### config.mk
export PLATFORM = sky130hd
export DESIGN_NAME = rsl_link
export DESIGN_NICKNAME = d
export VERILOG_FILES = /design/src/rtl/rsl_pkg.sv /design/src/rtl/rsl_fifo_if.sv /design/src/rtl/rsl_link.sv /design/src/rtl/rsl_fifo.sv
export SDC_FILE = /design/constraint.sdc
export NUM_CORES = 1
export LEC_CHECK = 0
export BUFFER_PORTS_ARGS = -buffer_cell sky130_fd_sc_hd__buf_2
export CORE_MARGIN = 3
export CORE_UTILIZATION = 30
export DETAILED_ROUTE_END_ITERATION = 6
export PLACE_DENSITY = 0.42
export SLEW_MARGIN = 5
export SYNTH_ARGS = -nofsm -noshare
export SYNTH_HDL_FRONTEND = slang
export SYNTH_SLANG_ARGS = --single-unit
### constraint.sdc
create_clock -name aclk -period 7.3 [get_ports aclk]
set_input_delay 1.095 -clock aclk [delete_from_list [all_inputs] [get_ports aclk]]
set_output_delay 1.095 -clock aclk [all_outputs]
set_load 0.02 [all_outputs]
### src/rtl/rsl_pkg.sv
// Package: constants for the serial slave link of the drive
package rsl_pkg;
	localparam int          CLK_HZ         = 20000000;   // System clock rate
	localparam int          BAUD           = 9600;       // Line bit rate
	localparam int          BIT_CYC        = CLK_HZ / BAUD;          // Cycles per bit, rounded down
	localparam int          HALF_CYC       = BIT_CYC / 2;            // Mid-bit sample point
	localparam int          DATA_BITS      = 7;          // Data bits per character
	localparam int          STOP_BITS      = 2;          // Stop bits per character
	localparam int          WAIT_MS        = 10;         // Quiet time around an exchange, ms
	localparam int          WAIT_CYC       = (CLK_HZ / 1000) * WAIT_MS;  // Quiet time in cycles
	localparam logic [6:0]  CH_COLON       = 7'h3A;      // Message start
	localparam logic [6:0]  CH_CR          = 7'h0D;      // First terminator
	localparam logic [6:0]  CH_LF          = 7'h0A;      // Second terminator
	localparam logic [7:0]  CMD_READ       = 8'h03;      // Read data command
	localparam logic [7:0]  CMD_WRITE      = 8'h06;      // Write data command
	localparam int          MAX_CHARS      = 64;         // Body characters held per message
	localparam int          FIFO_DEPTH     = 4;          // Transmit FIFO depth
	localparam int          FIFO_WIDTH     = 7;          // Transmit FIFO width
	// Register map (byte addresses)
	localparam logic [7:0]  REG_CTRL       = 8'h00;      // Control: bit0 serial run command
	localparam logic [7:0]  REG_STATUS     = 8'h04;      // Status: mode, busy flags, addresses
	localparam logic [7:0]  REG_RXCMD      = 8'h08;      // Last accepted command byte
	localparam logic [7:0]  REG_RXBODY     = 8'h0C;      // Body character read port
	localparam logic [7:0]  REG_TXDATA     = 8'h10;      // Reply character write port
	localparam logic [7:0]  REG_RXERR      = 8'h14;      // Discarded message count
	localparam logic [1:0]  RESP_OKAY      = 2'h0;       // AXI OKAY
	localparam logic [1:0]  RESP_SLVERR    = 2'h2;       // AXI SLVERR for unmapped
	localparam logic [5:0]  ADDR_RESET     = 6'h00;      // Stored address after power-up
	localparam logic [31:0] ZERO32         = 32'h0000_0000;  // Zero word
endpackage

### src/rtl/rsl_fifo_if.sv
// Interface: valid/ready stream between link and transmit FIFO
`timescale 1ns/100ps
interface rsl_fifo_if;
	logic       valid;  // Item offered
	logic       ready;  // Item accepted
	logic [6:0] data;   // Character
	modport src (output valid, output data, input ready);
	modport snk (input valid, input data, output ready);
endinterface

### src/rtl/rsl_link.sv
// Module: RS485 slave link with ASCII framing, LRC check and AXI4-Lite registers
// Overview of operation
// - 9600 baud, seven data, no parity, two stop
// - Half duplex: drive line only while sending
// - Transmit only as a reply to commands
// - LRC over message content detects corruption
// - Serial mode only while switch seven on
// - Serial mode ignores panel and terminal runs
// - Address from switches one-six, one is MSB
// - Switch seven off stores current address
// - Parameter reset keeps stored address
// - New address taken only at power-up
// - All switches off gives default configuration
// - Colon starts message, CR LF ends it
// - Reply only after whole message received
`timescale 1ns/100ps
module rsl_link
	import rsl_pkg::*;
(
	input  wire logic        aclk,
	input  wire logic        aresetn,
	input  wire logic        por_done,
	input  wire logic        param_reset,
	input  wire logic [6:0]  dip_sw,
	input  wire logic        panel_run,
	input  wire logic        term_run,
	output logic             run_cmd,
	output logic             serial_mode,
	input  wire logic        line_rx,
	output logic             line_tx,
	output logic             line_oe,
	input  wire logic [7:0]  s_axi_awaddr,
	input  wire logic        s_axi_awvalid,
	output logic             s_axi_awready,
	input  wire logic [31:0] s_axi_wdata,
	input  wire logic [3:0]  s_axi_wstrb,
	input  wire logic        s_axi_wvalid,
	output logic             s_axi_wready,
	output logic [1:0]       s_axi_bresp,
	output logic             s_axi_bvalid,
	input  wire logic        s_axi_bready,
	input  wire logic [7:0]  s_axi_araddr,
	input  wire logic        s_axi_arvalid,
	output logic             s_axi_arready,
	output logic [31:0]      s_axi_rdata,
	output logic [1:0]       s_axi_rresp,
	output logic             s_axi_rvalid,
	input  wire logic        s_axi_rready
);
	typedef enum {RX_IDLE, RX_START, RX_DATA, RX_STOP} rsl_rx_e;
	typedef enum {MS_HUNT, MS_BODY, MS_LF, MS_HOLD} rsl_msg_e;
	typedef enum {TX_IDLE, TX_GAP, TX_START, TX_DATA, TX_STOP, TX_DONE} rsl_tx_e;

	rsl_fifo_if tx_in ();   // Software to FIFO
	rsl_fifo_if tx_out ();  // FIFO to serialiser

	rsl_fifo u_fifo (
		.aclk    (aclk),
		.aresetn (aresetn),
		.in_s    (tx_in.snk),
		.out_s   (tx_out.src)
	);

	// Station address and mode
	logic [5:0]  stored_addr_r;  // Address kept across parameter resets
	logic [5:0]  live_addr_r;    // Address used for matching
	logic        sw7_d_r;        // Previous switch 7 level
	logic        por_seen_r;     // Power-up capture done
	wire  [5:0]  sw_addr = dip_sw[5:0];  // Switch 1 is bit 5, switch 6 bit 0
	wire         sw7     = dip_sw[6];    // Off is the shipping default

	// Address caught once after release of power-up if switch seven is on, not on later changes
	always_ff @(posedge aclk) begin
		if (!aresetn) begin
			stored_addr_r <= ADDR_RESET;
			live_addr_r   <= ADDR_RESET;
			sw7_d_r       <= 1'b0;
			por_seen_r    <= 1'b0;
		end else begin
			sw7_d_r <= sw7;
			if (por_done && !por_seen_r) begin
				por_seen_r <= 1'b1;
				if (sw7) live_addr_r <= sw_addr;
			end
			if (sw7_d_r && !sw7) stored_addr_r <= live_addr_r;
			// param_reset deliberately leaves both addresses alone
		end
	end

	assign serial_mode = sw7;
	logic ctrl_run_r;  // Run command written by software in serial mode
	assign run_cmd = serial_mode ? ctrl_run_r : (panel_run | term_run);

	// Receiver: start-stop framing with mid-bit sampling
	rsl_rx_e     rx_st_r;
	logic [15:0] rx_cnt_r;
	logic [2:0]  rx_bit_r;
	logic [6:0]  rx_sh_r;
	logic        rx_stb_r;  // One-cycle pulse per good character
	logic        tx_busy;
	wire         rx_in = tx_busy ? 1'b1 : line_rx;  // Own echo is ignored

	always_ff @(posedge aclk) begin
		if (!aresetn) begin
			rx_st_r  <= RX_IDLE;
			rx_cnt_r <= '0;
			rx_bit_r <= '0;
			rx_sh_r  <= '0;
			rx_stb_r <= 1'b0;
		end else begin
			rx_stb_r <= 1'b0;
			unique case (rx_st_r)
				RX_IDLE: if (!rx_in) begin
					rx_st_r  <= RX_START;
					rx_cnt_r <= 16'(HALF_CYC);
				end
				RX_START: if (rx_cnt_r == '0) begin
					rx_st_r  <= rx_in ? RX_IDLE : RX_DATA;  // Glitch rejected
					rx_cnt_r <= 16'(BIT_CYC - 1);
					rx_bit_r <= '0;
				end else rx_cnt_r <= rx_cnt_r - 1'b1;
				RX_DATA: if (rx_cnt_r == '0) begin
					rx_sh_r  <= {rx_in, rx_sh_r[6:1]};  // LSB first
					rx_cnt_r <= 16'(BIT_CYC - 1);
					if (rx_bit_r == 3'(DATA_BITS - 1)) rx_st_r <= RX_STOP;
					rx_bit_r <= rx_bit_r + 1'b1;
				end else rx_cnt_r <= rx_cnt_r - 1'b1;
				RX_STOP: if (rx_cnt_r == '0) begin
					rx_st_r  <= RX_IDLE;
					rx_stb_r <= rx_in;  // Framing error drops the character
				end else rx_cnt_r <= rx_cnt_r - 1'b1;
			endcase
		end
	end

	// Message assembly: hex pairs after colon, LRC sums all bytes
	rsl_msg_e    ms_st_r;
	logic [6:0]  body [MAX_CHARS];  // Body characters of the most recent message, accepted or discarded
	logic [6:0]  ms_len_r;          // Characters in current body
	logic [6:0]  acc_len_r;         // Characters of accepted body
	logic [7:0]  lrc_r;             // Running byte sum
	logic [3:0]  hi_nib_r;          // Pending high nibble
	logic        odd_r;             // High nibble held
	logic [7:0]  b0_r;              // First byte: address
	logic [7:0]  b1_r;              // Second byte: command
	logic [7:0]  last_b_r;          // Last byte: the LRC itself
	logic [7:0]  acc_cmd_r;         // Command of accepted message
	logic        msg_ok_r;          // Pulse: message accepted
	logic [15:0] drop_cnt_r;        // Discarded messages
	wire         is_hex  = (rx_sh_r >= 7'h30 && rx_sh_r <= 7'h39) || (rx_sh_r >= 7'h41 && rx_sh_r <= 7'h46);
	wire  [3:0]  nib     = (rx_sh_r <= 7'h39) ? rx_sh_r[3:0] : 4'(rx_sh_r[3:0] + 4'h9);
	wire  [7:0]  new_b   = {hi_nib_r, nib};
	wire  [7:0]  sum_chk = lrc_r - last_b_r;            // Sum of content
	wire         lrc_ok  = (8'(sum_chk + last_b_r) == 8'h00);
	wire         adr_ok  = (b0_r[5:0] == live_addr_r) && (b0_r[7:6] == 2'h0);
	wire         cmd_ok  = (b1_r == CMD_READ) || (b1_r == CMD_WRITE);

	always_ff @(posedge aclk) begin
		if (!aresetn) begin
			ms_st_r <= MS_HUNT;
			ms_len_r <= '0;
			acc_len_r <= '0;
			lrc_r <= '0;
			hi_nib_r <= '0;
			odd_r <= 1'b0;
			b0_r <= '0;
			b1_r <= '0;
			last_b_r <= '0;
			acc_cmd_r <= '0;
			msg_ok_r <= 1'b0;
			drop_cnt_r <= '0;
		end else begin
			msg_ok_r <= 1'b0;
			if (rx_stb_r && rx_sh_r == CH_COLON) begin  // Colon always restarts
				ms_st_r <= MS_BODY;
				ms_len_r <= '0;
				lrc_r <= '0;
				odd_r <= 1'b0;
			end else if (rx_stb_r) begin
				unique case (ms_st_r)
					MS_HUNT, MS_HOLD: ;  // Noise between messages ignored
					MS_BODY: if (rx_sh_r == CH_CR) ms_st_r <= MS_LF;
					else if (!is_hex || ms_len_r == 7'(MAX_CHARS)) begin
						ms_st_r <= MS_HUNT;
						drop_cnt_r <= drop_cnt_r + 1'b1;
					end else begin
						body[ms_len_r[5:0]] <= rx_sh_r;
						ms_len_r <= ms_len_r + 1'b1;
						odd_r <= !odd_r;
						hi_nib_r <= nib;
						if (odd_r) begin
							lrc_r <= lrc_r + new_b;
							last_b_r <= new_b;
							if (ms_len_r == 7'd1) b0_r <= new_b;
							if (ms_len_r == 7'd3) b1_r <= new_b;
						end
					end
					MS_LF: begin
						// Decide only after the full terminator
						if (rx_sh_r == CH_LF && !odd_r && ms_len_r >= 7'd6 && lrc_ok && adr_ok && cmd_ok
							&& serial_mode) begin
							msg_ok_r  <= 1'b1;
							acc_cmd_r <= b1_r;
							acc_len_r <= ms_len_r;
							ms_st_r   <= MS_HOLD;
						end else begin
							ms_st_r <= MS_HUNT;  // Silent discard
							drop_cnt_r <= drop_cnt_r + 1'b1;
						end
					end
				endcase
			end
		end
	end

	// Reply permission: granted by an accepted message, used by one reply
	logic reply_ok_r;
	logic tx_end;

	// Transmitter with quiet gap before driving the line
	rsl_tx_e     tx_st_r;
	logic [31:0] tx_cnt_r;
	logic [2:0]  tx_bit_r;
	logic [6:0]  tx_sh_r;
	logic        seen_lf_r;  // Reply ends after LF leaves
	assign tx_busy = (tx_st_r != TX_IDLE) && (tx_st_r != TX_GAP);
	wire  tx_pop = (tx_st_r == TX_IDLE || tx_st_r == TX_DONE) && tx_out.valid && reply_ok_r && !seen_lf_r
		&& (tx_st_r == TX_DONE || tx_cnt_r == '0);
	assign tx_out.ready = tx_pop;
	assign tx_end = (tx_st_r == TX_DONE) && seen_lf_r;

	always_ff @(posedge aclk) begin
		if (!aresetn) reply_ok_r <= 1'b0;
		else if (msg_ok_r) reply_ok_r <= 1'b1;  // Only replies are sent
		else if (tx_end) reply_ok_r <= 1'b0;
	end

	always_ff @(posedge aclk) begin
		if (!aresetn) begin
			tx_st_r <= TX_IDLE;
			tx_cnt_r <= '0;
			tx_bit_r <= '0;
			tx_sh_r <= '0;
			seen_lf_r <= 1'b0;
			line_tx <= 1'b1;
			line_oe <= 1'b0;
		end else begin
			unique case (tx_st_r)
				TX_IDLE: begin
					line_oe <= 1'b0;
					seen_lf_r <= 1'b0;
					if (msg_ok_r) tx_cnt_r <= 32'(WAIT_CYC);  // Quiet after request
					else if (tx_cnt_r != '0) tx_cnt_r <= tx_cnt_r - 1'b1;
					if (tx_pop) begin
						tx_sh_r <= tx_out.data;
						tx_st_r <= TX_START;
						tx_cnt_r <= 32'(BIT_CYC - 1);
						line_oe <= 1'b1;  // Drive only while replying
						line_tx <= 1'b0;
					end
				end
				TX_START: if (tx_cnt_r == '0) begin
					tx_st_r <= TX_DATA;
					tx_bit_r <= '0;
					line_tx <= tx_sh_r[0];
					tx_cnt_r <= 32'(BIT_CYC - 1);
				end else tx_cnt_r <= tx_cnt_r - 1'b1;
				TX_DATA: if (tx_cnt_r == '0) begin
					tx_cnt_r <= 32'(BIT_CYC - 1);
					tx_bit_r <= tx_bit_r + 1'b1;
					if (tx_bit_r == 3'(DATA_BITS - 1)) begin
						tx_st_r <= TX_STOP;
						line_tx <= 1'b1;
						tx_cnt_r <= 32'(BIT_CYC * STOP_BITS - 1);  // Two stop bits
					end else line_tx <= tx_sh_r[tx_bit_r + 3'd1];
				end else tx_cnt_r <= tx_cnt_r - 1'b1;
				TX_STOP: if (tx_cnt_r == '0) begin
					tx_st_r <= TX_DONE;
					if (tx_sh_r == CH_LF) seen_lf_r <= 1'b1;
				end else tx_cnt_r <= tx_cnt_r - 1'b1;
				TX_DONE: if (tx_pop) begin
					tx_sh_r <= tx_out.data;
					tx_st_r <= TX_START;
					tx_cnt_r <= 32'(BIT_CYC - 1);
					line_tx <= 1'b0;
				end else if (tx_end || !tx_out.valid) begin
					tx_st_r <= TX_GAP;  // Release line, then quiet time
					line_oe <= 1'b0;
					tx_cnt_r <= 32'(WAIT_CYC);
				end
				TX_GAP: if (tx_cnt_r == '0) tx_st_r <= TX_IDLE;
					else tx_cnt_r <= tx_cnt_r - 1'b1;
			endcase
		end
	end

	// AXI4-Lite write channel: address and data in either order
	logic        aw_hold_r, w_hold_r;
	logic [7:0]  aw_r;
	logic [31:0] w_r;
	wire         wr_go = aw_hold_r && w_hold_r && !s_axi_bvalid;
	wire         wr_map = (aw_r == REG_CTRL) || (aw_r == REG_TXDATA);
	assign s_axi_awready = !aw_hold_r;
	assign s_axi_wready  = !w_hold_r;
	assign tx_in.valid = wr_go && (aw_r == REG_TXDATA);
	assign tx_in.data  = w_r[6:0];

	always_ff @(posedge aclk) begin
		if (!aresetn) begin
			aw_hold_r <= 1'b0;
			w_hold_r <= 1'b0;
			aw_r <= '0;
			w_r <= '0;
			s_axi_bvalid <= 1'b0;
			s_axi_bresp <= RESP_OKAY;
			ctrl_run_r <= 1'b0;
		end else begin
			if (s_axi_awvalid && s_axi_awready) begin
				aw_hold_r <= 1'b1;
				aw_r <= {s_axi_awaddr[7:2], 2'h0};
			end
			if (s_axi_wvalid && s_axi_wready) begin
				w_hold_r <= 1'b1;
				w_r <= s_axi_wdata;
			end
			if (param_reset) ctrl_run_r <= 1'b0;
			if (wr_go && !(aw_r == REG_TXDATA && !tx_in.ready)) begin  // Full FIFO stalls the write
				aw_hold_r <= 1'b0;
				w_hold_r <= 1'b0;
				s_axi_bvalid <= 1'b1;
				s_axi_bresp <= wr_map ? RESP_OKAY : RESP_SLVERR;
				if (aw_r == REG_CTRL && s_axi_wstrb[0]) ctrl_run_r <= w_r[0];
			end
			if (s_axi_bvalid && s_axi_bready) s_axi_bvalid <= 1'b0;
		end
	end

	// AXI4-Lite read channel
	wire  [7:0]  ar_a = {s_axi_araddr[7:2], 2'h0};
	logic [5:0]  rd_idx_r;  // Body read pointer
	wire  [31:0] rd_mux =
		(ar_a == REG_CTRL)   ? {31'h0, ctrl_run_r} :
		(ar_a == REG_STATUS) ? {8'h0, 3'h0, reply_ok_r, tx_busy, serial_mode, stored_addr_r,
		                        2'h0, live_addr_r, 4'h0} :
		(ar_a == REG_RXCMD)  ? {17'h0, acc_len_r, acc_cmd_r} :
		(ar_a == REG_RXBODY) ? {25'h0, body[rd_idx_r]} :
		(ar_a == REG_RXERR)  ? {16'h0, drop_cnt_r} : ZERO32;
	wire         rd_map = (ar_a == REG_CTRL) || (ar_a == REG_STATUS) || (ar_a == REG_RXCMD)
		|| (ar_a == REG_RXBODY) || (ar_a == REG_RXERR) || (ar_a == REG_TXDATA);
	assign s_axi_arready = !s_axi_rvalid;

	always_ff @(posedge aclk) begin
		if (!aresetn) begin
			s_axi_rvalid <= 1'b0;
			s_axi_rdata <= ZERO32;
			s_axi_rresp <= RESP_OKAY;
			rd_idx_r <= '0;
		end else begin
			if (msg_ok_r) rd_idx_r <= '0;
			if (s_axi_arvalid && s_axi_arready) begin
				s_axi_rvalid <= 1'b1;
				s_axi_rdata <= rd_mux;
				s_axi_rresp <= rd_map ? RESP_OKAY : RESP_SLVERR;
				if (ar_a == REG_RXBODY) rd_idx_r <= rd_idx_r + 1'b1;  // Read advances the pointer
			end else if (s_axi_rvalid && s_axi_rready) s_axi_rvalid <= 1'b0;
		end
	end
endmodule // rsl_link

### src/rtl/rsl_fifo.sv
// Module: small synchronous FIFO with valid/ready on both sides
`timescale 1ns/100ps
module rsl_fifo
	import rsl_pkg::*;
#(
	parameter int WIDTH = FIFO_WIDTH,  // Word width
	parameter int DEPTH = FIFO_DEPTH   // Word count, power of two
) (
	input  wire logic aclk,
	input  wire logic aresetn,
	rsl_fifo_if.snk   in_s,
	rsl_fifo_if.src   out_s
);
	localparam int AW = $clog2(DEPTH);

	logic [WIDTH-1:0] mem [DEPTH];  // Storage
	logic [AW:0]      wp_r;         // Write pointer with wrap bit
	logic [AW:0]      rp_r;         // Read pointer with wrap bit
	wire              full  = (wp_r[AW] != rp_r[AW]) && (wp_r[AW-1:0] == rp_r[AW-1:0]);
	wire              empty = (wp_r == rp_r);
	wire              push  = in_s.valid && !full;
	wire              pop   = out_s.ready && !empty;

	assign in_s.ready  = !full;
	assign out_s.valid = !empty;
	assign out_s.data  = mem[rp_r[AW-1:0]];

	// Pointers advance on each handshake
	always_ff @(posedge aclk) begin
		if (!aresetn) begin
			wp_r <= '0;
			rp_r <= '0;
		end else begin
			if (push) wp_r <= wp_r + 1'b1;
			if (pop) rp_r <= rp_r + 1'b1;
		end
	end

	// Storage needs no reset
	always_ff @(posedge aclk) begin
		if (push) mem[wp_r[AW-1:0]] <= in_s.data;
	end
endmodule // rsl_fifo

# Word-level counts from Yosys, hierarchy flattened
# Memory sizes are Yosys's and may differ from the RTL's. A register that Yosys moved wholly into a read port is not among the register bits.
# Index checks and enable logic that the tools add are counted.
[word_totals]
regBits = 318
ramBits = 476
in_bits = 71
output_inout_bits = 45
word_cells = 326
n_memories = 2
[memory_table]
columns = ["memory", "words", "word_bits", "read_ports", "rd_clocked_by_memory_dff", "write_ports", "line_no", "source"]
rows = [
  ["body", 64, 7, 1, 1, 1, "rsl_link.sv:138", "logic [6:0] body [MAX_CHARS];"],
  ["u_fifo.mem", 4, 7, 1, 1, 1, "rsl_fifo.sv:16", "logic [WIDTH-1:0] mem [DEPTH];"],
]
[op_classes]
add_sub_neg = 13
n_lt_le_gt_ge = 6
n_eq_ne = 57
mux = 91
bitwise = 7
reduce_logical = 108
[ops]
columns = ["operator", "count"]
rows = [
  ["32-bit two-way mux", 23],
  ["32-bit case mux with 6 select lines", 1],
  ["32-bit by 2-bit == test with 1-bit output, second input constant", 5],
  ["32-bit case mux with 5 select lines", 1],
  ["16-bit two-way mux", 9],
  ["32-bit zero test", 4],
  ["32-bit case mux with 4 select lines", 1],
  ["32-bit by 1-bit == test with 1-bit output, second input constant", 3],
  ["32-bit by 3-bit == test with 1-bit output, second input constant", 2],
  ["32-bit case mux with 2 select lines", 1],
  ["32-bit nonzero test", 2],
  ["16-bit case mux with 3 select lines", 1],
  ["21-bit two-way mux", 2],
  ["2-bit inequality test, second input constant", 18],
  ["32-bit by 4-bit == test with 1-bit output, second input constant", 1],
  ["1-bit logical AND", 32],
  ["32-bit by 2-bit inequality test with 1-bit output, second input constant", 1],
  ["16-bit case mux with 2 select lines", 1],
  ["32-bit by 1-bit subtractor with 32-bit output, second input constant", 1],
  ["1-bit two-way mux", 31],
  ["8-bit zero test", 3],
  ["6-bit two-way mux", 4],
  ["3-bit AND reduction", 8],
  ["7-bit by 4-bit == test with 1-bit output, second input constant", 3],
  ["56 further kinds", 124],
]

# Logic depth before layout (Yosys ltp)
# Gate-level depths: netlist of the first run.
[logic_depth]
ltp_word = 12
ltp_mapped = 15

# By module
# A second synthesis of the first run with hierarchy kept.
[unflattened]
cells_unflattened = 2236
hier_area_um2 = 29879.9
[modules_own_cells]
columns = ["mod", "instances", "cells_per_inst", "area_per_inst_um2"]
rows = [
  ["rsl_link", 1, 2131, 28298.4],
  ["rsl_fifo", 1, 105, 1581.5],
]

# Worst setup path before layout of the first run
# Ideal clock, no wire load.
[synth_path]
path_kind = "reg2reg"
startpoint = "register rx_sh_r[0]"
endpoint = "register lrc_r[7]"
setup_ns = 0.119
arrival_ns = 3.895
t_required_ns = 7.181
setup_slack_ns = 3.286
path_stages_with_launch = 14
synth_period_minus_slack_ns = 4.014
path_cell_list = "dfxtp_1 > ha_1 > o21ba_2 > o21a_1 > a31o_2 > o21ai_0 > ha_1 > a21o_1 > a211oi_1 > nor2_1 > o41ai_1 > xnor2_1 > nand3_1 > mux2i_1"
[synth_via]
elab_cells_between_ends = 19
[synth_lines]
columns = ["element", "line_no", "source"]
rows = [
  ["start: declaration", "rsl_link.sv:98", "logic [6:0] rx_sh_r;"],
  ["start signal: assignment", "rsl_link.sv:123", "rx_sh_r <= {rx_in, rx_sh_r[6:1]};"],
  ["7-bit by 6-bit <= comparator with 1-bit output or 4-bit adder (tied branches)", "rsl_link.sv:151", "wire [3:0] nib = (rx_sh_r <= 7'h39) ? rx_sh_r[3:0] : 4'(rx_sh_r[3:0] + 4'h9);"],
  ["4-bit two-way mux (*)", "rsl_link.sv:151", ""],
  ["via nib[1]", "rsl_link.sv:151", ""],
  ["8-bit adder (*)", "rsl_link.sv:192", "lrc_r <= lrc_r + new_b;"],
  ["end signal: assignment", "rsl_link.sv:192", ""],
  ["end: declaration", "rsl_link.sv:141", "logic [7:0] lrc_r;"],
]
# The timed path passes the listed nets; every way through them passes the cells marked *.
# A chain may end at the register's enable or synchronous reset.

# Worst setup path in the final report of the first run
[layout_path]
startpoint = "register rx_sh_r[4]"
endpoint = "memory body[50][5], enable pin"
[layout_via]
elab_chain_len = 12
elab_cells_between_ends = 19
[layout_rtl]
columns = ["element", "line_no", "source"]
rows = [
  ["7-bit by 6-bit greater-or-equal comparator with 1-bit output (tied with other cells)", "rsl_link.sv:150", "wire is_hex = (rx_sh_r >= 7'h30 && rx_sh_r <= 7'h39) || (rx_sh_r >= 7'h41 && rx_sh_r <= 7'h46);"],
  ["1-bit logical AND", "rsl_link.sv:150", ""],
  ["1-bit logical OR", "rsl_link.sv:150", ""],
  ["1-bit zero test", "rsl_link.sv:183", "else if (!is_hex || ms_len_r == 7'(MAX_CHARS)) begin"],
  ["1-bit logical OR", "rsl_link.sv:183", ""],
  ["1-bit two-way mux", "rsl_link.sv:183", ""],
  ["1-bit two-way mux", "rsl_link.sv:182", "MS_BODY: if (rx_sh_r == CH_CR) ms_st_r <= MS_LF;"],
  ["1-bit two-way mux", "rsl_link.sv:180", "unique case (ms_st_r)"],
  ["1-bit two-way mux", "rsl_link.sv:179", "end else if (rx_stb_r) begin"],
  ["1-bit two-way mux (*)", "rsl_link.sv:174", "if (rx_stb_r && rx_sh_r == CH_COLON) begin"],
  ["1-bit two-way mux (*)", "rsl_link.sv:159", "if (!aresetn) begin"],
  ["1-bit two-way mux (not written as such) (*)", "rsl_link.sv:187", "body[ms_len_r[5:0]] <= rx_sh_r;"],
  ["end: declaration", "rsl_link.sv:138", ""],
]
# Mark *: on every way between the ends. The rest lies on a longest branch, timed or not.

==> results.txt, run 1 <==
Routed wire per std cell: 21.7 um
Top cells by area in the synthesized netlist: edfxtp_1 49%, dfxtp_1 15%, mux4_2 8.0%, nor2_1 3.3%, mux2i_1 3.0%
Pwr Total: 9420 uW
Relative slew slack: 23.3%
Min-delay worst type: reg2reg
Drt via density: 5.10
Status: completed
H-Tree Depth: 3
Via Count: 18,400
First-pass GRT wire length: 118,000 um
Cell Chain, Critical Path: buf_4, nand2_1, o32ai_1, and4_1, nand4_1, nor2_1
Slew Viols, Final: 0
Worst Setup End Kind: flop
Grt ovf: 0
CP Max Fanout: 73
Antenna cells: 0
#FFs+latches synth: 691
Core Area: 0.0970 mm2
Starting density of the core: 30.3%
Levels on crit path: 6
Top post-synthesis cells by count: 476 x edfxtp_1, 255 x nor2_1, 215 x dfxtp_1
Post-synthesis sequential area ratio: 63.2%
Pleak: 0.0111 uW
Die width: 319 um
CTS Hold Buffers Added: 0
Layout filler cell count: 9,410
MaxCap Viol Count: 0
IO buf count: 70
Pin count of the biggest net entering global routing: 74
Clock root cell: clkbuf_16
CP Buf/Inv Count: 1
Initial DRC Count: 1,407
Number of global-route vias before repair: 18,200
Reg2Reg Setup Slack: 2.83 ns
Clk slew on worst S/H paths: 0.06 ns
Worst setup path start: rx_sh_r[4]
Critical Path Max Stage Delay: 0.91 ns
Post-CTS Setup Bufs: 0
Final Wtd Congestion: 0.794
Worst skew pair latency: 0.65 ns
Startpoint Class: flop
Post-DP HPWL: 49,700 um
Crit path kind: reg2reg
Max Clk Rate: 0.224 GHz
Tmin final: 4.47 ns
Full die area: 0.102 mm2
Remaining DRCs: 0
Area share of the largest cell type after synthesis: 48.6%
Share of cells above drive strength 1: 16.0%
CTS sink cnt: 691
Slew @ Worst Pin: 1.14 ns
Delay-heaviest family, CP: simple AND/OR/NAND/NOR gates
CTS max path bufs: 3
Tcrit/Tclk final: 61.2%
Layout area overhead: 14.3%
Crit path DAT: 4.73 ns
Cts repair resizes: 0
Setup violators final: 0
Clock skew: 0.0220 ns
Initial antenna violation count: 1
Netlist Area Pre-Place: 0.0294 mm2
Required @ worst endpoint: 7.56 ns
Die Y: 319 um
Total Routed Length: 78,300 um
TritonCTS buffer count: 81
Reg2reg start: rx_sh_r[4]
DRT Pass-1 Iters: 5
DRT antenna net count: 0
Worst path slowest cell: nor2_1
Syn Inst Count: 2,210
Reg2Reg Capture Point: body[50][5]
Most instantiated library cell after synthesis: edfxtp_1
Fin nets: 2,383
Synthesized area per cell: 13.3 um2
RSZ-0062 raised after global routing: no
EDFF count, synth: 476
Primary FF master, synth: edfxtp_1
Syn. warnings: 0
Cell accounting for the most synthesized area: edfxtp_1
Reg2reg path depth: 6
Final hold viol count: 0
# IOs: 116
CTS tree: built
# rows: 114
Critical Path Sink: body[50][5]
PD cells: 280 mW/mm2
TNS Setup: 0 ns
Gr usage total: 15.2%
Asr flop ratio synth: 0%
Maximum VDD drop: 0.196 mV
Yosys cell types: 76
-- through the flow --
| step | hold slack [ns] | instances | area (um2) | utilization, % | worst slack [ns] |
|---|---|---|---|---|---|
| CTS | 0.456 | 3608 | 33600 | 34.6 | 2.77 |
| global route | 0.477 | 3608 | 33600 | 34.6 | 2.50 |
| finish | 0.456 | 3608 | 33600 | 34.6 | 2.83 |
| detailed placement | 0.449 | 3461 | 31000 | 32.0 | 2.77 |
| global placement | 0.441 | 3461 | 31000 | 32.0 | 2.85 |
| floorplan | 0.422 | 2222 | 29500 | - | 3.29 |
-- cell usage in the layout, fill, tap and decap left out, types with 13 or more instances in the layout --
cell       Yosys  final
a211oi_1      31     31
a21oi_1      114    114
a22oi_1       27     27
and3_1        17     17
buf_2         20     69
buf_4         16     30
clkbuf_1      90     16
clkbuf_16      0     82
clkinv_1       1     17
clkinv_2       0     15
conb_1         1     13
dfxtp_1      215    206
edfxtp_1     476    476
ha_1          43     43
inv_1         41     41
mux2_2        17     17
mux2i_1       88     88
mux4_2       105    105
nand2_1      144    144
nand2b_1      15     15
nand3_1       70     70
nand4_1       25     25
nor2_1       255    255
nor3_1        34     34
nor4_1        22     21
o21ai_0       55     55
o221ai_1      14     14
o22ai_1       16     16
or4_1         14     14
xnor2_1       34     34
xor2_1        33     33
-- report_power, final --
part / switching (uW) / leakage [uW] / internal, uW
Clock: 1650 / 0.00125 / 2230
Combinational: 688 / 0.00370 / 462
Sequential: 129 / 0.00612 / 4260
Total: 2470 / 0.0111 / 6950
-- worst min-delay path by stage --
stage,from,to,slack (ns),cells past startpoint
after floorplan,acc_cmd_r[1],acc_cmd_r[1],0.42,2
after global placement,s_axi_rdata[18],s_axi_rdata[18],0.44,2
after detailed placement,s_axi_rdata[18],s_axi_rdata[18],0.45,2
after CTS,s_axi_rdata[18],s_axi_rdata[18],0.46,2
after global routing,stored_addr_r[5],stored_addr_r[5],0.48,2
final,s_axi_rdata[18],s_axi_rdata[18],0.46,2
-- cells by family after synthesis --
kind of cell,after synthesis,synth area share (%)
compound gates,348,7.60
xor+xnor,67,2.00
fa+ha+maj,44,1.90
buf+inv,178,2.59
flops,691,63.2
mux,210,11.7
other cells,1,0.0128
simple gates,671,11.0
-- cell type report --
class / count / area (um2) / area share, %
Tap cell: 1276 / 1600 / 4.75
Clock inverter: 45 / 384 / 1.14
Sequential cell: 691 / 18600 / 55.4
Clock buffer: 102 / 2170 / 6.45
Multi-Input combinational cell: 1353 / 10100 / 30.1
Timing Repair Buffer: 99 / 571 / 1.70
Inverter: 42 / 160 / 0.477
-- per-layer routing --
layer	share of wire, %	GRT usage, %
met5	0	0
met4	2.8	4.98
met3	4.7	2.41
met2	46	23.8
met1	47	21.6
-- state kept, by name, indices dropped and copies added (netlist names), 6 cells and up, named ones only --
name           flops
ms_len_r           7
acc_len_r          7
rx_cnt_r          16
live_addr_r        6
aw_r               6
tx_cnt_r          32
tx_sh_r            7
w_r                7
acc_cmd_r          8
b0_r               8
rx_sh_r            7
u_fifo.mem        28
drop_cnt_r        16
body             448
lrc_r              8
s_axi_rdata       21
stored_addr_r      6
b1_r               8
rd_idx_r           6
-- tightest hold or removal path, stage by stage (launching register included) --
cell and delay [ns]:
dfxtp_1 0.31, nand2_1 0.05, a21oi_1 0.05
(Power assumes the default switching activity.)
==> run 2: changes to the inputs <==
==> constraint.sdc (replaced) <==
create_clock -name aclk -period 4.7 [get_ports aclk]
set_input_delay 0.705 -clock aclk [delete_from_list [all_inputs] [get_ports aclk]]
set_output_delay 0.705 -clock aclk [all_outputs]
set_load 0.02 [all_outputs]
==> results.txt, run 2 (synthesis gave the netlist of run 1 again) <==
H-Tree Depth: 3 (unchanged)
PD cells: 441 mW/mm2 (was 280 mW/mm2)
CTS Hold Buffers Added: 0 (unchanged)
Crit path kind: reg2reg (unchanged)
Starting density of the core: 30.3% (unchanged)
Number of flip-flops in the largest register: 448 (unchanged)
Initial DRC Count: 1,611 (was 1,407)
Pleak: 0.0113 uW (was 0.0111 uW)
Post-DP HPWL: 50,100 um (was 49,700 um)
WHS: 0.252 ns (was 0.456 ns)
Worst setup path start: rx_sh_r[1] (was rx_sh_r[4])
Clk slew on worst S/H paths: 0.06 ns (about the same)
Final Wtd Congestion: 0.783 (was 0.794)
Fin nets: 2,413 (was 2,383)
Most common cell after layout, fill and taps aside: edfxtp_1 (unchanged)
Core Area: 0.0970 mm2 (unchanged)
DRT antenna net count: 0 (unchanged)
Grt ovf: 0 (unchanged)
Min-delay worst type: in2reg (was reg2reg)
Total Routed Length: 77,700 um (was 78,300 um)
Die Y: 319 um (unchanged)
Layout filler cell count: 9,423 (was 9,410)
Setup violators final: 0 (unchanged)
TritonCTS buffer count: 81 (unchanged)
Post-CTS Setup Bufs: 0 (unchanged)
Full die area: 0.102 mm2 (unchanged)
First-pass GRT wire length: 118,000 um (about the same)
IO buf count: 70 (unchanged)
Gr usage total: 15.2% (about the same)
CTS tree: built (unchanged)
Commonest non-fill, non-tap cells in the layout: 476 x edfxtp_1, 255 x nor2_1, 206 x dfxtp_1, 144 x nand2_1, 114 x a21oi_1 (unchanged)
Delay-heaviest family, CP: simple AND/OR/NAND/NOR gates (unchanged)
Worst skew pair latency: 0.64 ns (was 0.65 ns)
Via Count: 18,400 (about the same)
Max Clk Rate: 0.248 GHz (was 0.224 GHz)
# rows: 114 (unchanged)
Antenna cells: 0 (unchanged)
Clock root cell: clkbuf_16 (unchanged)
Critical hold path startpoint: s_axi_rready (was s_axi_rdata[18])
Crit path DAT: 4.29 ns (was 4.73 ns)
Drt via density: 5.06 (was 5.10)
Pin count of the biggest net entering global routing: 70 (was 74)
Tcrit/Tclk final: 85.8% (was 61.2%)
Reg area: 0.0186 mm2 (unchanged)
Worst path slowest cell: nor2_1 (unchanged)
CP Max Fanout: 8 (was 73)
Slew @ Worst Pin: 1.09 ns (was 1.14 ns)
Relative slew slack: 26.7% (was 23.3%)
Clock skew: 0.0195 ns (was 0.0220 ns)
Status: completed (unchanged)
Reg2reg start: rx_sh_r[1] (was rx_sh_r[4])
Startpoint Class: flop (unchanged)
Critical Path Max Stage Delay: 0.85 ns (was 0.91 ns)
TNS Setup: 0 ns (unchanged)
Remaining DRCs: 0 (unchanged)
Final hold viol count: 0 (unchanged)
CTS sink cnt: 691 (unchanged)
CP Buf/Inv Count: 1 (unchanged)
Cts repair resizes: 0 (unchanged)
Slew Viols, Final: 0 (unchanged)
Routed wire per std cell: 21.4 um (was 21.7 um)
CTS max path bufs: 3 (unchanged)
Worst Setup End Kind: flop (unchanged)
MaxCap Viol Count: 0 (unchanged)
Layout area overhead: 15.5% (was 14.3%)
Area of the multi-input gates: 0.0101 mm2 (about the same)
Number of global-route vias before repair: 18,300 (was 18,200)
Initial antenna violation count: 3 (was 1)
DRT Pass-1 Iters: 5 (unchanged)
Die width: 319 um (unchanged)
# IOs: 116 (unchanged)
RSZ-0062 raised after global routing: no (unchanged)
Maximum VDD drop: 0.257 mV (was 0.196 mV)
Required @ worst endpoint: 4.96 ns (was 7.56 ns)
Cell Chain, Critical Path: inv_1, ha_1, o21ba_2, o21a_1, o32ai_1, nand4_1, nor3_1, nand3_1, nor2_1 (was buf_4, nand2_1, o32ai_1, and4_1, nand4_1, nor2_1)
Tmin final: 4.03 ns (was 4.47 ns)
Share of cells above drive strength 1: 16.9% (was 16.0%)
## run 2: metal layers
layer	routed length (um)	vias to the layer above	GRT usage [%]
met2	35500	421	23.9
li1	-	8577	-
met3	3570	115	2.49
met4	2320	0	5.02
met1	36300	9296	21.3
met5	0	-	0
## run 2: worst paths after layout
check,endpoint,slack [ns],depth (start not counted)
worst max register to register,body[59][4],0.67,9
worst min register to register,acc_cmd_r[1],0.45,2
worst max-delay path,body[59][4],0.67,9
worst min-delay path,s_axi_rvalid,0.25,2
## run 2: power by group
group          internal, uW  switching, uW  total (uW)  leakage [uW]
Clock                  3820           2540        6360       0.00130
Combinational           725           1060        1790       0.00385
Sequential             6620            203        6830       0.00612
Total                 11200           3800       15000        0.0113
## run 2: stage by stage
step | utilization [%] | setup slack, ns | cell area, um2 | std cells | total power, uW
final | 35.0 | 0.669 | 34000 | 3639 | 15000
after global routing | 35.0 | 0.366 | 34000 | 3639 | 15700
after CTS | 35.0 | 0.669 | 34000 | 3639 | 15200
after detailed placement | 32.3 | 0.676 | 31300 | 3491 | 8740
after global placement | 32.3 | 0.717 | 31300 | 3491 | 8700
after floorplan | - | 0.686 | 29500 | 2222 | 8340
## run 2: cell type report
cell class,count,area share [%]
well taps,1276,4.70
repair buffers,129,2.45
inverters,42,0.471
clock buffers,98,6.25
clock inverters,50,1.62
flip-flops and latches,691,54.8
multi-input cells,1353,29.7
==> run 3: changes to the inputs <==
--- a/config.mk
+++ b/config.mk
@@ -6,10 +6,12 @@
 export NUM_CORES = 1
 export LEC_CHECK = 0
 export BUFFER_PORTS_ARGS = -buffer_cell sky130_fd_sc_hd__buf_2
+export CELL_PAD_IN_SITES_DETAIL_PLACEMENT = 1
+export CELL_PAD_IN_SITES_GLOBAL_PLACEMENT = 1
 export CORE_MARGIN = 3
 export CORE_UTILIZATION = 30
 export DETAILED_ROUTE_END_ITERATION = 6
-export PLACE_DENSITY = 0.42
+export PLACE_DENSITY = 0.48
 export SLEW_MARGIN = 5
 export SYNTH_ARGS = -nofsm -noshare
 export SYNTH_HDL_FRONTEND = slang
==> results.txt, run 3 (synthesis gave the netlist of run 1 again) <==
PD cells: 439 mW/mm2 (was 441 mW/mm2)
# rows: 114 (unchanged)
TritonCTS buffer count: 83 (was 81)
Startpoint Class: flop (unchanged)
Post-DP HPWL: 55,600 um (was 50,100 um)
Die Y: 319 um (unchanged)
CP Max Fanout: 23 (was 8)
Required @ worst endpoint: 4.99 ns (was 4.96 ns)
IO buf count: 70 (unchanged)
CTS tree: built (unchanged)
H-Tree Depth: 3 (unchanged)
MaxCap Viol Count: 0 (unchanged)
Die width: 319 um (unchanged)
Remaining DRCs: 0 (unchanged)
DRT Pass-1 Iters: 5 (unchanged)
Tcrit/Tclk final: 85.1% (was 85.8%)
First-pass GRT wire length: 127,000 um (was 118,000 um)
Final hold viol count: 0 (unchanged)
Gr usage total: 16.4% (was 15.2%)
Relative slew slack: 14.8% (was 26.7%)
Tmin final: 4.00 ns (was 4.03 ns)
Worst Setup End Kind: flop (unchanged)
Initial DRC Count: 1,299 (was 1,611)
Pleak: 0.0115 uW (was 0.0113 uW)
Max Clk Rate: 0.250 GHz (was 0.248 GHz)
Slew @ Worst Pin: 1.27 ns (was 1.09 ns)
Antenna cells: 0 (unchanged)
Drt via density: 5.10 (was 5.06)
Core Area: 0.0970 mm2 (unchanged)
Via Count: 18,800 (was 18,400)
Crit path kind: reg2reg (unchanged)
Clk slew on worst S/H paths: 0.06 ns (about the same)
Min-delay worst type: in2reg (unchanged)
Reg2Reg Setup Slack: 0.70 ns (was 0.67 ns)
Crit path DAT: 4.29 ns (about the same)
TNS Setup: 0 ns (unchanged)
Full die area: 0.102 mm2 (unchanged)
Cts repair resizes: 0 (unchanged)
CTS Hold Buffers Added: 0 (unchanged)
Commonest non-fill, non-tap cells in the layout: 476 x edfxtp_1, 255 x nor2_1, 206 x dfxtp_1, 144 x nand2_1, 114 x a21oi_1 (unchanged)
Final core utilization: 35.3% (was 35.0%)
Non-Filler Instances: 3,678 (was 3,639)
Status: completed (unchanged)
WHS: 0.251 ns (was 0.252 ns)
Total Routed Length: 83,400 um (was 77,700 um)
Maximum VDD drop: 0.256 mV (was 0.257 mV)
Number of global-route vias before repair: 19,700 (was 18,300)
Cell Count Post-Placement: 3,526 (was 3,491)
Worst skew pair latency: 0.66 ns (was 0.64 ns)
Post-CTS Setup Bufs: 0 (unchanged)
Initial antenna violation count: 0 (was 3)
Most common cell after layout, fill and taps aside: edfxtp_1 (unchanged)
Clock root cell: clkbuf_16 (unchanged)
Setup violators final: 0 (unchanged)
Grt ovf: 0 (unchanged)
Routed wire per std cell: 22.7 um (was 21.4 um)
Number of flip-flops in the largest register: 448 (unchanged)
Layout area overhead: 16.5% (was 15.5%)
Pin count of the biggest net entering global routing: 86 (was 70)
Starting density of the core: 30.3% (unchanged)
CTS max path bufs: 3 (unchanged)
# IOs: 116 (unchanged)
Clock skew: 0.0255 ns (was 0.0195 ns)
Slew Viols, Final: 0 (unchanged)
Fin nets: 2,450 (was 2,413)
Final Wtd Congestion: 0.771 (was 0.783)
RSZ-0062 raised after global routing: no (unchanged)
Share of cells above drive strength 1: 18.3% (was 16.9%)
CTS sink cnt: 691 (unchanged)
DRT antenna net count: 0 (unchanged)
-- run 3: cell types whose count changed in the layout (fill, tap and decap cells not counted), moves of 2 or more --
cell,before,now
buf_4,57,91
bufinv_16,11,8
clkbuf_1,15,20
clkbuf_16,82,84
clkbuf_8,1,3
clkinv_1,20,15
clkinv_2,11,14
clkinv_8,0,3
inv_6,5,3
-- run 3: layer usage --
| layer | share of wire (%) | track usage (%) |
|---|---|---|
| met3 | 3.3 | 2.53 |
| met4 | 2.1 | 4.07 |
| met1 | 48 | 23.0 |
| met2 | 47 | 26.5 |
| met5 | 0 | 0 |
-- run 3: report_power, final --
group,total (uW),internal (uW),switching (uW)
logic,1870,749,1120
registers,6830,6620,212
clock network,6340,3770,2560
-- run 3: worst max-delay path, stage by stage, from the launching register on --
cell and delay, ns:
dfxtp_2 0.63, ha_1 0.27, o21ba_2 0.17, o21a_1 0.18, o32ai_1 0.60, nand4_1 0.36, nor3_1 0.31, nand2_1 0.47
nor2_1 0.65
-- run 3: per-stage QoR --
stage / total power (uW) / instance area, um2 / setup WS (ns)
global route: 15800 / 34300 / 0.366
floorplan: 8340 / 29500 / 0.686
CTS: 15300 / 34300 / 0.670
finish: 15000 / 34300 / 0.702
detailed placement: 8830 / 31600 / 0.681
global placement: 8760 / 31600 / 0.781
-- run 3: final cells by class --
class / count / area (um2)
multi-input combinational: 1353 / 10100
fill: 10300 / 62700
sequential: 691 / 18600
clock buffer: 107 / 2220
inverter: 42 / 160
timing repair buffer: 164 / 1110
clock inverter: 45 / 457
tap: 1276 / 1600
-- run 3: final timing paths --
check,cells past startpoint,endpoint,start
setup / recovery,8,body[56][3],rx_sh_r[0]
hold / removal,2,s_axi_rvalid,s_axi_rready
setup reg to reg,8,body[56][3],rx_sh_r[0]
hold reg to reg,2,acc_cmd_r[1],acc_cmd_r[1]
